## src/hdl/csync_pkg.sv

```systemverilog
// Package with constants for the cyclic synchronous setpoint follower
package csync_pkg;
  localparam int          POS_W        = 32;              // Position / velocity word width
  localparam int          TRQ_W        = 16;              // Torque word width
  localparam int          STAT_W       = 16;              // Status word width
  localparam logic [7:0]  MODE_CSP     = 8'h08;           // Cyclic synchronous position
  localparam logic [7:0]  MODE_CSV     = 8'h09;           // Cyclic synchronous velocity
  localparam logic signed [7:0] TIME_INDEX_MS = -8'sd3;   // Only supported time index
  localparam int          STAT_SYNC    = 8;               // Status bit: in sync
  localparam int          STAT_LIMIT   = 11;              // Status bit: limit exceeded
  localparam int          STAT_FOLLOW  = 12;              // Status bit: target followed
  localparam int          STAT_FERR    = 13;              // Status bit: following error
  localparam int          CLK_HZ       = 20000000;        // System clock rate
  localparam int          BASE_US      = 1000;            // Time base, microseconds
  localparam int          MS_CYCLES    = CLK_HZ / 1000000 * BASE_US; // Cycles per ms
  localparam int          FIFO_DEPTH   = 4;               // Setpoint FIFO depth
  localparam logic [1:0]  QS_HOLD      = 2'h0;            // Quick stop: hold at stop
  localparam logic [1:0]  QS_DISABLE   = 2'h1;            // Quick stop: drop follow after stop
endpackage

```

## src/hdl/setpoint_fifo.sv

```systemverilog
// Small valid/ready FIFO carrying setpoints
`timescale 1ns/1ps
module setpoint_fifo #(
  parameter int WIDTH = 32,
  parameter int DEPTH = 4
) (
  input  wire logic             clk_sys,
  input  wire logic             rst,
  input  wire logic [WIDTH-1:0] in_data,
  input  wire logic             in_valid,
  output logic                  in_ready,
  output logic [WIDTH-1:0]      out_data,
  output logic                  out_valid,
  input  wire logic             out_ready
);
  localparam int AW = $clog2(DEPTH);
  logic [WIDTH-1:0] mem [DEPTH];   // Storage array
  logic [AW-1:0]    wr_ptr;        // Write pointer
  logic [AW-1:0]    rd_ptr;        // Read pointer
  logic [AW:0]      count;         // Fill level
  wire              do_wr = in_valid && in_ready;
  wire              do_rd = out_valid && out_ready;
  assign in_ready  = (count != (AW+1)'(DEPTH));
  assign out_valid = (count != '0);
  assign out_data  = mem[rd_ptr];
  // Storage write, no reset needed
  always_ff @(posedge clk_sys) begin
    if (do_wr) begin
      mem[wr_ptr] <= in_data;
    end
  end
  // Pointers and level
  always_ff @(posedge clk_sys or posedge rst) begin
    if (rst) begin
      wr_ptr <= '0;
      rd_ptr <= '0;
      count  <= '0;
    end else begin
      if (do_wr) begin
        wr_ptr <= (wr_ptr == AW'(DEPTH-1)) ? '0 : wr_ptr + 1'b1;
      end
      if (do_rd) begin
        rd_ptr <= (rd_ptr == AW'(DEPTH-1)) ? '0 : rd_ptr + 1'b1;
      end
      count <= count + (AW+1)'(do_wr) - (AW+1)'(do_rd);
    end
  end
endmodule

```

## src/hdl/cyclic_sync_setpoint_follower.sv

```systemverilog
// Setpoint follower for cyclic synchronous position and velocity modes
`timescale 1ns/1ps
// Functional notes
// - Mode code 8 selects cyclic position
// - Mode code 9 selects cyclic velocity
// - No ramps; setpoint passed straight through
// - Absolute target; repeated writes are idempotent
// - Control bit 4 not needed for acceptance
// - Status bit 8 shows fieldbus sync
// - Status bit 12 shows target followed
// - Velocity mode: bit 12 used, 10/13 reserved
// - Bit 13 on window violation past timeout
// - Following error timeout counted in ms
// - Bit 11 when demand outside soft limits
// - Commanded position clamped to soft limits
// - Range limit wraps overrun and underrun
// - Cycle period is period value times base
// - Only index -3, one millisecond base
// - Sync starts on the first SYNC pulse while Operational in a cyclic mode
// - Quick stop brakes with set deceleration
// - Torque demand is the torque offset alone; there is no torque setpoint
// - Position and velocity offsets added
module cyclic_sync_setpoint_follower
(
  input  wire logic                    clk_sys,
  input  wire logic                    rst,
  input  wire logic [7:0]              op_mode,
  input  wire logic                    operational,
  input  wire logic                    sync_pulse,
  input  wire logic                    quick_stop,
  input  wire logic [1:0]              qs_option,
  input  wire logic [csync_pkg::POS_W-1:0] qs_decel,
  input  wire logic [7:0]              interp_period,
  input  wire logic signed [7:0]       interp_index,
  input  wire logic signed [csync_pkg::POS_W-1:0] sp_data,
  input  wire logic                    sp_valid,
  output logic                         sp_ready,
  input  wire logic signed [csync_pkg::POS_W-1:0] actual_pos,
  input  wire logic signed [csync_pkg::POS_W-1:0] soft_min,
  input  wire logic signed [csync_pkg::POS_W-1:0] soft_max,
  input  wire logic                    range_wrap,
  input  wire logic signed [csync_pkg::POS_W-1:0] range_min,
  input  wire logic signed [csync_pkg::POS_W-1:0] range_max,
  input  wire logic [csync_pkg::POS_W-1:0] ferr_window,
  input  wire logic [15:0]             ferr_timeout_ms,
  input  wire logic signed [csync_pkg::POS_W-1:0] pos_offset,
  input  wire logic signed [csync_pkg::POS_W-1:0] vel_offset,
  input  wire logic signed [csync_pkg::TRQ_W-1:0] trq_offset,
  output logic signed [csync_pkg::POS_W-1:0] pos_demand,
  output logic signed [csync_pkg::POS_W-1:0] vel_demand,
  output logic signed [csync_pkg::TRQ_W-1:0] trq_demand,
  output logic [csync_pkg::STAT_W-1:0] status_word,
  output logic                         cycle_tick
);
  import csync_pkg::*;

  // Follower states: idle, following, braking after quick stop, halted
  typedef enum logic [1:0] {ST_IDLE, ST_RUN, ST_QSTOP, ST_HALTED} run_e;

  run_e                     state;         // Follower state
  run_e                     next_state;    // Next follower state
  logic [14:0]              ms_cnt;        // Divider for the 1 ms tick
  logic [7:0]               per_cnt;       // Milliseconds into the cycle
  logic                     ms_tick;       // One-cycle pulse every ms
  logic                     in_sync;       // Locked to sync pulses
  logic                     have_sp;       // A setpoint has been received
  logic signed [POS_W-1:0]  latest_sp;     // Most recent setpoint
  logic signed [POS_W-1:0]  target;        // Setpoint held for this cycle
  logic [15:0]              ferr_ms;       // Ms spent outside window
  logic                     ferr;          // Following error flag
  logic                     lim_flag;      // Limit exceeded flag
  logic signed [POS_W-1:0]  fifo_data;     // FIFO output word
  logic                     fifo_valid;    // FIFO output valid

  // Mode decode
  wire mode_pos   = (op_mode == MODE_CSP);
  wire mode_vel   = (op_mode == MODE_CSV);
  wire mode_ok    = mode_pos || mode_vel;
  wire index_ok   = (interp_index == TIME_INDEX_MS);
  // Cycle boundary: on sync when locked, else on local period count
  wire local_end  = ms_tick && (per_cnt >= interp_period - 8'h01);
  wire boundary   = in_sync ? sync_pulse : local_end;
  wire following  = (state == ST_RUN) && mode_ok && have_sp && index_ok;

  // Setpoint buffer; the follower drains it every cycle so it never stalls
  setpoint_fifo #(.WIDTH(POS_W), .DEPTH(FIFO_DEPTH)) u_fifo (
    .clk_sys   (clk_sys),
    .rst       (rst),
    .in_data   (sp_data),
    .in_valid  (sp_valid),
    .in_ready  (sp_ready),
    .out_data  (fifo_data),
    .out_valid (fifo_valid),
    .out_ready (1'b1)
  );

  // Position path: offset, range handling, then soft limits
  // Wrap comes before the clamp so the clamp sees the final position
  wire signed [POS_W-1:0] pos_off  = target + pos_offset;
  wire signed [POS_W-1:0] span     = range_max - range_min + 32'sh1;
  wire signed [POS_W-1:0] pos_wrap =
    !range_wrap            ? pos_off :
    (pos_off > range_max)  ? pos_off - span :
    (pos_off < range_min)  ? pos_off + span : pos_off;
  wire over_lim  = pos_wrap > soft_max;
  wire under_lim = pos_wrap < soft_min;
  wire signed [POS_W-1:0] pos_clip =
    over_lim ? soft_max : (under_lim ? soft_min : pos_wrap);
  // Following error window check
  wire signed [POS_W-1:0] pos_err = actual_pos - pos_demand;
  wire [POS_W-1:0] err_mag = pos_err[POS_W-1] ? POS_W'(-pos_err) : POS_W'(pos_err);
  wire outside   = err_mag > ferr_window;
  // Quick-stop ramp toward zero speed
  // The last step lands on zero instead of overshooting into reverse
  wire signed [POS_W-1:0] vel_mag   = vel_demand[POS_W-1] ? -vel_demand : vel_demand;
  wire                    vel_small = $unsigned(vel_mag) <= qs_decel;
  wire signed [POS_W-1:0] vel_brake =
    vel_small ? '0 : (vel_demand[POS_W-1] ? vel_demand + $signed(qs_decel)
                                          : vel_demand - $signed(qs_decel));

  // Millisecond divider and cycle position
  // The tick is registered so every user sees one clean single-cycle pulse
  always_ff @(posedge clk_sys or posedge rst) begin
    if (rst) begin
      ms_cnt  <= '0;
      ms_tick <= 1'b0;
      per_cnt <= '0;
    end else begin
      ms_tick <= (ms_cnt == 15'(MS_CYCLES - 1));
      ms_cnt  <= (ms_cnt == 15'(MS_CYCLES - 1)) ? '0 : ms_cnt + 15'h0001;
      if (boundary) begin
        per_cnt <= '0;
      end else if (ms_tick) begin
        per_cnt <= per_cnt + 8'h01;
      end
    end
  end

  // Sync lock follows the Operational state
  // Lock is lost at once when the node leaves Operational or a cyclic mode
  always_ff @(posedge clk_sys or posedge rst) begin
    if (rst) begin
      in_sync <= 1'b0;
    end else if (!operational || !mode_ok) begin
      in_sync <= 1'b0;
    end else if (sync_pulse) begin
      in_sync <= 1'b1;
    end
  end

  // Latest setpoint, simply overwritten on each arrival while in a cyclic mode
  // An absolute target written twice leaves the same value behind
  always_ff @(posedge clk_sys or posedge rst) begin
    if (rst) begin
      latest_sp <= '0;
      have_sp   <= 1'b0;
    end else if (!mode_ok) begin
      have_sp   <= 1'b0;
    end else if (fifo_valid) begin
      latest_sp <= fifo_data;
      have_sp   <= 1'b1;
    end
  end

  // Held target taken only at the boundary
  // Words arriving mid-cycle wait here, so the control input never jumps
  always_ff @(posedge clk_sys or posedge rst) begin
    if (rst) begin
      target <= '0;
    end else if (boundary && have_sp) begin
      target <= latest_sp;
    end
  end

  // Follower state machine
  always_comb begin
    next_state = state;
    unique case (state)
      // Start following once a cyclic mode is selected
      ST_IDLE: begin
        if (mode_ok && !quick_stop) begin
          next_state = ST_RUN;
        end
      end
      // Leave on mode change or quick stop request
      ST_RUN: begin
        if (!mode_ok) begin
          next_state = ST_IDLE;
        end else if (quick_stop) begin
          next_state = ST_QSTOP;
        end
      end
      // Brake until the velocity demand reaches zero
      ST_QSTOP: begin
        if (vel_small) begin
          next_state = ST_HALTED;
        end
      end
      // Release depends on the quick-stop option
      ST_HALTED: begin
        if (!quick_stop && qs_option == QS_HOLD) begin
          next_state = ST_IDLE;
        end else if (!quick_stop && !mode_ok) begin
          next_state = ST_IDLE;
        end
      end
    endcase
  end

  // State register
  always_ff @(posedge clk_sys or posedge rst) begin
    if (rst) begin
      state <= ST_IDLE;
    end else begin
      state <= next_state;
    end
  end

  // Demand outputs: straight copy of the target, no ramp
  // Quick stop owns the velocity path until the halt is released
  always_ff @(posedge clk_sys or posedge rst) begin
    if (rst) begin
      pos_demand <= '0;
      vel_demand <= '0;
      trq_demand <= '0;
    end else begin
      trq_demand <= trq_offset;
      if (state == ST_QSTOP || state == ST_HALTED) begin
        vel_demand <= vel_brake;
      end else if (following && mode_pos) begin
        pos_demand <= pos_clip;
        vel_demand <= vel_offset;
      end else if (following && mode_vel) begin
        vel_demand <= target + vel_offset;
        pos_demand <= actual_pos;
      end
    end
  end

  // Following error timer in milliseconds
  // The timer restarts whenever the position returns inside the window
  always_ff @(posedge clk_sys or posedge rst) begin
    if (rst) begin
      ferr_ms <= '0;
      ferr    <= 1'b0;
    end else if (!(following && mode_pos) || !outside) begin
      ferr_ms <= '0;
      ferr    <= 1'b0;
    end else if (ms_tick) begin
      if (ferr_ms >= ferr_timeout_ms) begin
        ferr <= 1'b1;
      end else begin
        ferr_ms <= ferr_ms + 16'h0001;
      end
    end
  end

  // Limit flag from the unclipped demand
  // Registered so the flag lines up with the demand it describes
  always_ff @(posedge clk_sys or posedge rst) begin
    if (rst) begin
      lim_flag <= 1'b0;
    end else begin
      lim_flag <= following && mode_pos && (over_lim || under_lim);
    end
  end

  // Status word assembly; bits 10 and 13 stay 0 in velocity mode
  always_comb begin
    status_word              = '0;
    status_word[STAT_SYNC]   = in_sync;
    status_word[STAT_FOLLOW] = following;
    status_word[STAT_LIMIT]  = lim_flag;
    status_word[STAT_FERR]   = ferr && mode_pos;
  end

  // Boundary marker for the controller side
  assign cycle_tick = boundary;

  // Checks
  chk_mode_follow: assert property (@(posedge clk_sys) disable iff (rst)
    status_word[STAT_FOLLOW] |-> (mode_pos || mode_vel))
    else $error("follow flag outside cyclic modes");
  chk_sync_needs_op: assert property (@(posedge clk_sys) disable iff (rst)
    !operational |=> !status_word[STAT_SYNC])
    else $error("sync flag without operational state");
  chk_sync_bit: assert property (@(posedge clk_sys) disable iff (rst)
    (operational && mode_ok && sync_pulse) |=> status_word[STAT_SYNC])
    else $error("sync flag not raised");
  chk_sync_mode_drop: assert property (@(posedge clk_sys) disable iff (rst)
    !mode_ok |=> !status_word[STAT_SYNC])
    else $error("sync flag outside cyclic modes");
  chk_target_hold: assert property (@(posedge clk_sys) disable iff (rst)
    !boundary |=> $stable(target))
    else $error("target changed between boundaries");
  chk_vel_reserved: assert property (@(posedge clk_sys) disable iff (rst)
    mode_vel |-> !status_word[STAT_FERR] && !status_word[10])
    else $error("reserved bit set in velocity mode");
  chk_index_gate: assert property (@(posedge clk_sys) disable iff (rst)
    !index_ok |-> !status_word[STAT_FOLLOW])
    else $error("follow flag with unsupported time index");
  chk_pos_direct: assert property (@(posedge clk_sys) disable iff (rst)
    (following && mode_pos && !range_wrap && !over_lim && !under_lim)
      |=> pos_demand == $past(target) + $past(pos_offset))
    else $error("position demand not the offset target");
  chk_vel_direct: assert property (@(posedge clk_sys) disable iff (rst)
    (following && mode_vel) |=> vel_demand == $past(target) + $past(vel_offset))
    else $error("velocity demand not the offset target");
  chk_pos_clamp: assert property (@(posedge clk_sys) disable iff (rst)
    (following && mode_pos && state == ST_RUN && soft_min <= soft_max)
      |=> (pos_demand <= $past(soft_max)) && (pos_demand >= $past(soft_min)))
    else $error("position demand outside limits");
  chk_limit_flag: assert property (@(posedge clk_sys) disable iff (rst)
    (following && mode_pos && over_lim) |=> status_word[STAT_LIMIT])
    else $error("limit flag missing");
  chk_lim_clear: assert property (@(posedge clk_sys) disable iff (rst)
    (following && mode_pos && !over_lim && !under_lim) |=> !status_word[STAT_LIMIT])
    else $error("limit flag without a limit violation");
  chk_ferr_needs_out: assert property (@(posedge clk_sys) disable iff (rst)
    !outside |=> !ferr)
    else $error("following error while inside window");
  chk_ferr_on_tick: assert property (@(posedge clk_sys) disable iff (rst)
    $rose(ferr) |-> $past(ms_tick))
    else $error("following error raised off the ms tick");
  chk_trq_offset: assert property (@(posedge clk_sys) disable iff (rst)
    1'b1 |=> trq_demand == $past(trq_offset))
    else $error("torque offset not applied");
  cov_pos_follow: cover property (@(posedge clk_sys) disable iff (rst)
    mode_pos && following && boundary);
  cov_local_cycle: cover property (@(posedge clk_sys) disable iff (rst)
    !in_sync && following && boundary);
  cov_vel_follow: cover property (@(posedge clk_sys) disable iff (rst)
    mode_vel && following && boundary);
  cov_ferr: cover property (@(posedge clk_sys) disable iff (rst) $rose(ferr));
  cov_qstop: cover property (@(posedge clk_sys) disable iff (rst) state == ST_HALTED);
endmodule

```

## config.mk

```make
export PLATFORM = sky130hd
export DESIGN_NAME = cyclic_sync_setpoint_follower
export DESIGN_NICKNAME = d
export VERILOG_FILES = /design/src/hdl/csync_pkg.sv /design/src/hdl/setpoint_fifo.sv /design/src/hdl/cyclic_sync_setpoint_follower.sv
export SDC_FILE = /design/constraint.sdc
export NUM_CORES = 2
export LEC_CHECK = 0
export BUFFER_PORTS_ARGS = -buffer_cell sky130_fd_sc_hd__clkbuf_2
export CAP_MARGIN = 5
export CORE_MARGIN = 5
export CORE_UTILIZATION = 50
export CTS_CLUSTER_SIZE = 8
export DETAILED_ROUTE_END_ITERATION = 10
export PLACE_DENSITY = 0.71
export REMOVE_ABC_BUFFERS = 1
export SYNTH_ARGS = -nofsm -noshare
export SYNTH_HDL_FRONTEND = slang
export SYNTH_SLANG_ARGS = --single-unit
```

## constraint.sdc

```tcl
create_clock -name clk_sys -period 12.3 [get_ports clk_sys]
set_clock_uncertainty 0.15 [all_clocks]
set_input_delay 0.615 -clock clk_sys [delete_from_list [all_inputs] [get_ports clk_sys]]
set_output_delay 0.615 -clock clk_sys [all_outputs]
set_load 0.01 [all_outputs]
```

After elaboration in Yosys (flattened, before gate mapping)
Memories as Yosys holds them, arrays and structs flattened. A register that Yosys moved wholly into a read port is not among the register bits. Index checks and enable logic that the tools add are counted.

Bits in registers: 165. RAM bits: 128. Input port bits: 385. Word-level logic and storage cells: 137. Memories kept: 1.

Add/subtract/negate cells: 19. $lt $le $gt $ge: 8. Equality and inequality tests: 16. Mux-type cells: 39. Bitwise logic cells: 1. Reductions and logical operators: 37.

Memory list: u_fifo.mem (depth 4, width 32, rd ports 1, clocked after memory_dff 1, wr ports 1, RTL line setpoint_fifo.sv:17) `logic [WIDTH-1:0] mem [DEPTH];`.

Operators with widths (number): 2-to-1 mux 32 bit (14); adder 32 bit (4); subtractor 32 bit (4); greater-than comparator 32 bit (3); less-than comparator 32 bit (2); negator 32 bit (2); 2-to-1 mux 16 bit (3); adder 32 x 2 -> 32 bit (second input constant) (1); less-or-equal comparator 32 bit (1); adder 16 x 1 -> 16 bit (second input constant) (1); == test 8 x 4 -> 1 bit (second input constant) (2); >= comparator 16 bit (1); 2-to-1 mux 2 bit (8); 2-to-1 mux 8 bit (2); adder 15 x 1 -> 15 bit (second input constant) (1); == test 15 bit (second input constant) (1); 2-to-1 mux 15 bit (1); logical AND 1 bit (13); 2-to-1 mux 1 bit (10); nonzero test 2 bit (5); inequality test 3 bit (second input constant) (3); adder 8 x 1 -> 8 bit (second input constant) (1); == test 2 bit (second input constant) (4); == test 8 x 3 -> 1 bit (second input constant) (1); 16 further kinds (32).

Logic depth before layout (Yosys ltp)
Depth in word-level cells: 10. Gate-level depth with buffers: 41. Depth with buffers taken out: 40.

Hierarchy
Synthesis repeated with hierarchy kept, for this count alone.

Cell total of the unflattened synthesis: 3639. Area, all modules: 32466.1 µm².

By module, submodules not included: cyclic_sync_setpoint_follower (instances 1, cells each 3432, area each 27377.5 µm²); setpoint_fifo (instances 1, cells each 207, area each 5088.6 µm²).

Worst setup path before layout
No wires, ideal clock.

Path kind: in2reg. From: input pos_offset[0] in the netlist's numbering. To: register pos_demand[24] in the netlist's numbering. Setup time: 0.082 ns. Data arrival time: 8.473 ns. Data required time: 12.068 ns. Setup slack: 3.595 ns. Stages: 35. Path buffers: 4. Cells stage by stage: ha_1 > fa_1 > a211oi_1 > o21ai_1 > a41oi_1 > o211ai_1 > a31oi_1 > o21ai_1 > a21o_1 > a221oi_1 > ha_1 > a2111oi_0 > a31oi_1 > a211o_1 > a311o_1 > a31oi_1 > and2_1 > buf_2 > buf_2 > a22o_1 > mux2_2 > nor2_1 > ha_1 > and4_1 > nand3_1 > or4_1 > inv_1 > nand4_1 > a22oi_1 > a2bb2oi_1 > a31o_2 > buf_2 > clkbuf_1 > o2111ai_1 > a31oi_1.

Word-level cells in the longest chain between the ends: 9. Elaborated cells between the ends (all ways): 13.

RTL lines: start, declared (RTL line cyclic_sync_setpoint_follower.sv:46) `input wire logic signed [csync_pkg::POS_W-1:0] pos_offset,`; adder 32 bit (*) (RTL line cyclic_sync_setpoint_follower.sv:99) `wire signed [POS_W-1:0] pos_off = target + pos_offset;`; adder 32 bit / less-than comparator 32 bit (equally long branches) (RTL line cyclic_sync_setpoint_follower.sv:104) `(pos_off < range_min) ? pos_off + span : pos_off;`; 2-to-1 mux 32 bit (RTL line cyclic_sync_setpoint_follower.sv:104); 2-to-1 mux 32 bit (RTL line cyclic_sync_setpoint_follower.sv:103) `(pos_off > range_max) ? pos_off - span :`; 2-to-1 mux 32 bit (*) (RTL line cyclic_sync_setpoint_follower.sv:102) `!range_wrap ? pos_off :`; less-than comparator 32 bit (RTL line cyclic_sync_setpoint_follower.sv:106) `wire under_lim = pos_wrap < soft_min;`; 2-to-1 mux 32 bit (RTL line cyclic_sync_setpoint_follower.sv:108) `over_lim ? soft_max : (under_lim ? soft_min : pos_wrap);`; 2-to-1 mux 32 bit (*) (RTL line cyclic_sync_setpoint_follower.sv:108); 2-to-1 mux 32 bit (*) (RTL line cyclic_sync_setpoint_follower.sv:230) `end else if (following && mode_pos) begin`; end signal, assigned (RTL line cyclic_sync_setpoint_follower.sv:231) `pos_demand <= pos_clip;`; end signal, assigned (RTL line cyclic_sync_setpoint_follower.sv:235) `pos_demand <= actual_pos;`; end, declared (RTL line cyclic_sync_setpoint_follower.sv:49) `output logic signed [csync_pkg::POS_W-1:0] pos_demand,`.

Every way passes the cells marked *; elsewhere a longest branch is shown, timed or not. A chain may end at the register's enable or synchronous reset.

Worst setup path after layout
From: register target[2]. To: register pos_demand[26] in the netlist's numbering.

Word-level cells in the longest chain between the ends: 9. Elaborated cells between the ends (all ways): 13.

RTL lines: start, declared (RTL line cyclic_sync_setpoint_follower.sv:68) `logic signed [POS_W-1:0] target;`; start signal, assigned (RTL line cyclic_sync_setpoint_follower.sv:171) `target <= latest_sp;`; adder 32 bit (*) (RTL line cyclic_sync_setpoint_follower.sv:99); adder 32 bit / less-than comparator 32 bit (equally long branches) (RTL line cyclic_sync_setpoint_follower.sv:104); 2-to-1 mux 32 bit (RTL line cyclic_sync_setpoint_follower.sv:104); 2-to-1 mux 32 bit (RTL line cyclic_sync_setpoint_follower.sv:103); 2-to-1 mux 32 bit (*) (RTL line cyclic_sync_setpoint_follower.sv:102); less-than comparator 32 bit (RTL line cyclic_sync_setpoint_follower.sv:106); 2-to-1 mux 32 bit (RTL line cyclic_sync_setpoint_follower.sv:108); 2-to-1 mux 32 bit (*) (RTL line cyclic_sync_setpoint_follower.sv:108); 2-to-1 mux 32 bit (*) (RTL line cyclic_sync_setpoint_follower.sv:230).

Marks and branches as above.

==> flow_summary.ini <==
[status]
outcome = completed

[place]
detailedPlacementHpwl_um = 85800
placement.setup.worst_slack_ns = 1.83
dp_cells = 4976
globalplace.congestion = 0.994
placement.cell_area_mm2 = 0.0361
port-buffer-count = 470

[synthesis]
synth_mux_area_share_pct = 5.02
synthTopCellsByArea = sky130_fd_sc_hd__ha_1 (18%), sky130_fd_sc_hd__dfrtp_1 (15%), sky130_fd_sc_hd__edfxtp_1 (12%)
synthDistinctLibCells = 90
yosys_register_bits = 325
largest_family_of_logic_cells_by_synthesized_area = compound AO/OA/AOI/OAI gates
synth-main-ff-cell = sky130_fd_sc_hd__dfrtp_1
ys_async_sr_fraction_pct = 60.6
synth.largest_area_cell = sky130_fd_sc_hd__ha_1
post_synth_fa_ha_maj_area_fraction_pct = 18.5
synth_largest_type_area_fraction_pct = 18.1
synth_xor_xnor_area_share_pct = 7.16
share_of_the_synthesized_area_in_compound_gates_ao_oa_aoi_oai_pct = 22.4
synth_enable_flop_cells = 128
post-synth-top-count-cell = sky130_fd_sc_hd__ha_1
synth.cells.most_frequent = sky130_fd_sc_hd__ha_1 (475), sky130_fd_sc_hd__inv_1 (377), sky130_fd_sc_hd__a21oi_1 (306)
syn_inst = 3731
synth.yosys.warnings = 0
synth_simple_gate_area_share_pct = 14.1
synth_area_mm2 = 0.0329
sequential_fraction_of_the_synthesis_area_pct = 26.7
syn_avg_cell_area_um2 = 8.82

[critical_path]
timing.critical_path.arrival_ns = 10.80
critPathCaptureType = register
critical_path_class = register to register
timing.critical_path.to = pos_demand[26]
worst_r2r_startpoint = target[2]
ff2ff_setup_slack_ns = 1.80
crit_path_max_incr_delay_ns = 0.72
critical_path.slowest_cell = sky130_fd_sc_hd__a2111oi_0
setup.worst_path.start_class = register
timing.critical_path.required_ns = 12.60
ff2ff_path_depth = 32
worstPathMaxFanout = 32
rr_endpoint = pos_demand[26]
setup.worst_path.start = target[2]

[run]
max_cap_check_violation_count = 0

[clocking]
insertion_delay_ns = 0.60
cts_tree = yes
clock_tree.htree_level_count = 2
clock-sinks = 325
cts_inserted_buffers = 47
cts.root.buffer_cell = sky130_fd_sc_hd__clkbuf_16
clk_pin_slew_worst_paths_ns = 0.05
postCtsResizedCells = 0
cts_max_path_buffers = 3

[floorplanning]
die_height_um = 267
fp.dieW_um = 267
start_util_pct = 50.2
ios = 483
std_cell_rows = 94
dieArea_mm2 = 0.0710
floorplan.core_area_mm2 = 0.0655

[finish]
layout-drive-gt1-share_pct = 16.9
area_growth_syn_to_layout_pct = 14.5
nNetsFinal = 5046
stdcell_count = 5077
final_cell_area_mm2 = 0.0377

[global_route]
grt_overflow_total = 0
first_global_vias = 28300
grt_pass1_wl_um = 160000
antenna_violations_before_repair = 16
largest_net_degree_at_the_start_of_global_routing = 82
global_route.usage.total_pct = 28.3

[timing]
hold_violation_total_from_the_final_report = 0
max_slew.worst_pin.slew_ns = 1.06
holdWs_ns = 0.0715
report.final.slew_viol_count = 0
setup-violations-final = 0
rsz_0062_raised_after_global_routing = no
achievable-frequency_ghz = 0.0952
time_the_worst_path_needs_with_i_o_delays_and_setup_ns = 10.50
relative_max_transition_margin_pct = 28.7
timing.final.ws_setup_ns = 1.80
setup-tns-final_ns = 0
period_share_pct = 85.4

[route]
routed_wl_um = 106000
drt_first_iter_violations = 2797
vias = 29900
detailed_route_wire_length_per_cell_um = 20.8
vias_per_cell = 5.90
detail_route.first_pass.iterations = 6
final_antenna_net_count = 0
drc_errors = 0

[power_and_ir_drop]
power_density_mw_per_mm2 = 141
power.leakage_nw = 18.2
vdd.ir_drop.worst_uv = 132

[hold_path]
min_path_type = input pin to register
==> what timing repair did <==
item | 4_1_cts | 5_1_grt
hold endpoints to repair | 39 | 0
setup buffers | 0 | 0
hold buffers | 17 | 0
==> cells in the final DEF (no fill, tap or decap), types with 20 or more instances in the layout <==
master,n
sky130_fd_sc_hd__mux4_2,32
sky130_fd_sc_hd__nand3_1,67
sky130_fd_sc_hd__edfxtp_1,128
sky130_fd_sc_hd__a21oi_1,306
sky130_fd_sc_hd__o21bai_1,41
sky130_fd_sc_hd__xor2_1,79
sky130_fd_sc_hd__a22oi_1,20
sky130_fd_sc_hd__a21o_1,125
sky130_fd_sc_hd__nand2b_1,64
sky130_fd_sc_hd__dfrtp_1,194
sky130_fd_sc_hd__nor2b_1,41
sky130_fd_sc_hd__and3_1,38
sky130_fd_sc_hd__or3_1,37
sky130_fd_sc_hd__o21ai_0,160
sky130_fd_sc_hd__o221ai_1,35
sky130_fd_sc_hd__clkbuf_2,470
sky130_fd_sc_hd__or2_2,21
sky130_fd_sc_hd__o31ai_1,49
sky130_fd_sc_hd__a31oi_1,45
sky130_fd_sc_hd__inv_1,375
sky130_fd_sc_hd__clkbuf_1,23
sky130_fd_sc_hd__a221o_1,28
sky130_fd_sc_hd__nor4_1,21
sky130_fd_sc_hd__xnor2_1,190
sky130_fd_sc_hd__clkbuf_16,47
sky130_fd_sc_hd__o311ai_0,24
sky130_fd_sc_hd__buf_4,33
sky130_fd_sc_hd__nor2_1,247
sky130_fd_sc_hd__a211oi_1,34
sky130_fd_sc_hd__nand2_1,185
sky130_fd_sc_hd__nor3_1,61
sky130_fd_sc_hd__mux2_2,71
sky130_fd_sc_hd__ha_1,475
sky130_fd_sc_hd__o21a_1,43
sky130_fd_sc_hd__nand4_1,56
==> critical path: cells and delay by family (launching register included) <==
family	cells	cell delay (ns)
adders and majority gates	3	1.07
AOI/OAI and AO/OA	17	5.43
and+or+nand+nor	9	2.51
buffers and inverters	1	0.09
muxes	1	0.22
DFF	1	0.47
xor gates and xnor gates	1	0.43
==> area by class of cell <==
| type | count | area (um^2) |
|---|---|---|
| sequential | 325 | 8780 |
| clock buffer | 70 | 1260 |
| antenna | 9 | 22.5 |
| fill | 5970 | 27800 |
| tap | 864 | 1080 |
| multi-input combinational | 2906 | 22200 |
| inverter | 378 | 1430 |
| timing repair buffer | 520 | 2770 |
| clock inverter | 5 | 128 |
==> registers in the layout (all words and copies together) (netlist names), named ones only <==
signal and flops:
per_cnt 8, trq_demand 16, u_fifo.count 3, lim_flag 1, ms_tick 1, ferr_ms 16, u_fifo.rd_ptr 2, vel_demand 32
have_sp 1, latest_sp 32, u_fifo.wr_ptr 2, pos_demand 32, u_fifo.mem 128, target 32, ferr 1, in_sync 1
state 1, ms_cnt 15
==> layer usage <==
metal | global-route usage (%) | part of all wire (%) | vias up
met5 | 0 | 0.12 | -
met4 | 9.11 | 3.6 | 16
li1 | - | - | 14600
met1 | 39.5 | 44 | 14000
met3 | 4.72 | 7.2 | 176
met2 | 45.1 | 45 | 1084
==> per-stage QoR <==
step / utilization, % / power (W)
after floorplan: - / 0.00334
after global placement: 55.1 / 0.00402
after detailed placement: 55.1 / 0.00405
after CTS: 57.5 / 0.00530
after global routing: 57.5 / 0.00569
final: 57.5 / 0.00532
==> worst min-delay path by stage <==
| stage | startpoint | end | slack (ns) | depth (start not counted) |
|---|---|---|---|---|
| finish | operational | in_sync | 0.07 | 3 |
| global route | operational | in_sync | 0.05 | 3 |
| CTS | operational | in_sync | 0.05 | 3 |
| detailed placement | ms_cnt[4] | ms_cnt[4] | 0.32 | 1 |
| global placement | ms_cnt[4] | ms_cnt[4] | 0.31 | 1 |
| floorplan | ms_cnt[4] | ms_cnt[4] | 0.30 | 1 |
==> kinds of logic after synthesis <==
logic type / count (synthesis)
compound gates: 1101
simple gates: 925
buf+inv: 511
fa+ha+maj: 483
flops: 325
xor+xnor: 269
mux: 116
other cells: 1
==> report_power, final <==
part | total [W] | switching (W) | internal (W)
Sequential | 0.00140 | 0.000106 | 0.00129
Clock | 0.00122 | 0.000490 | 0.000728
Combinational | 0.00270 | 0.00155 | 0.00115
Power figures use the tool's default switching activity.
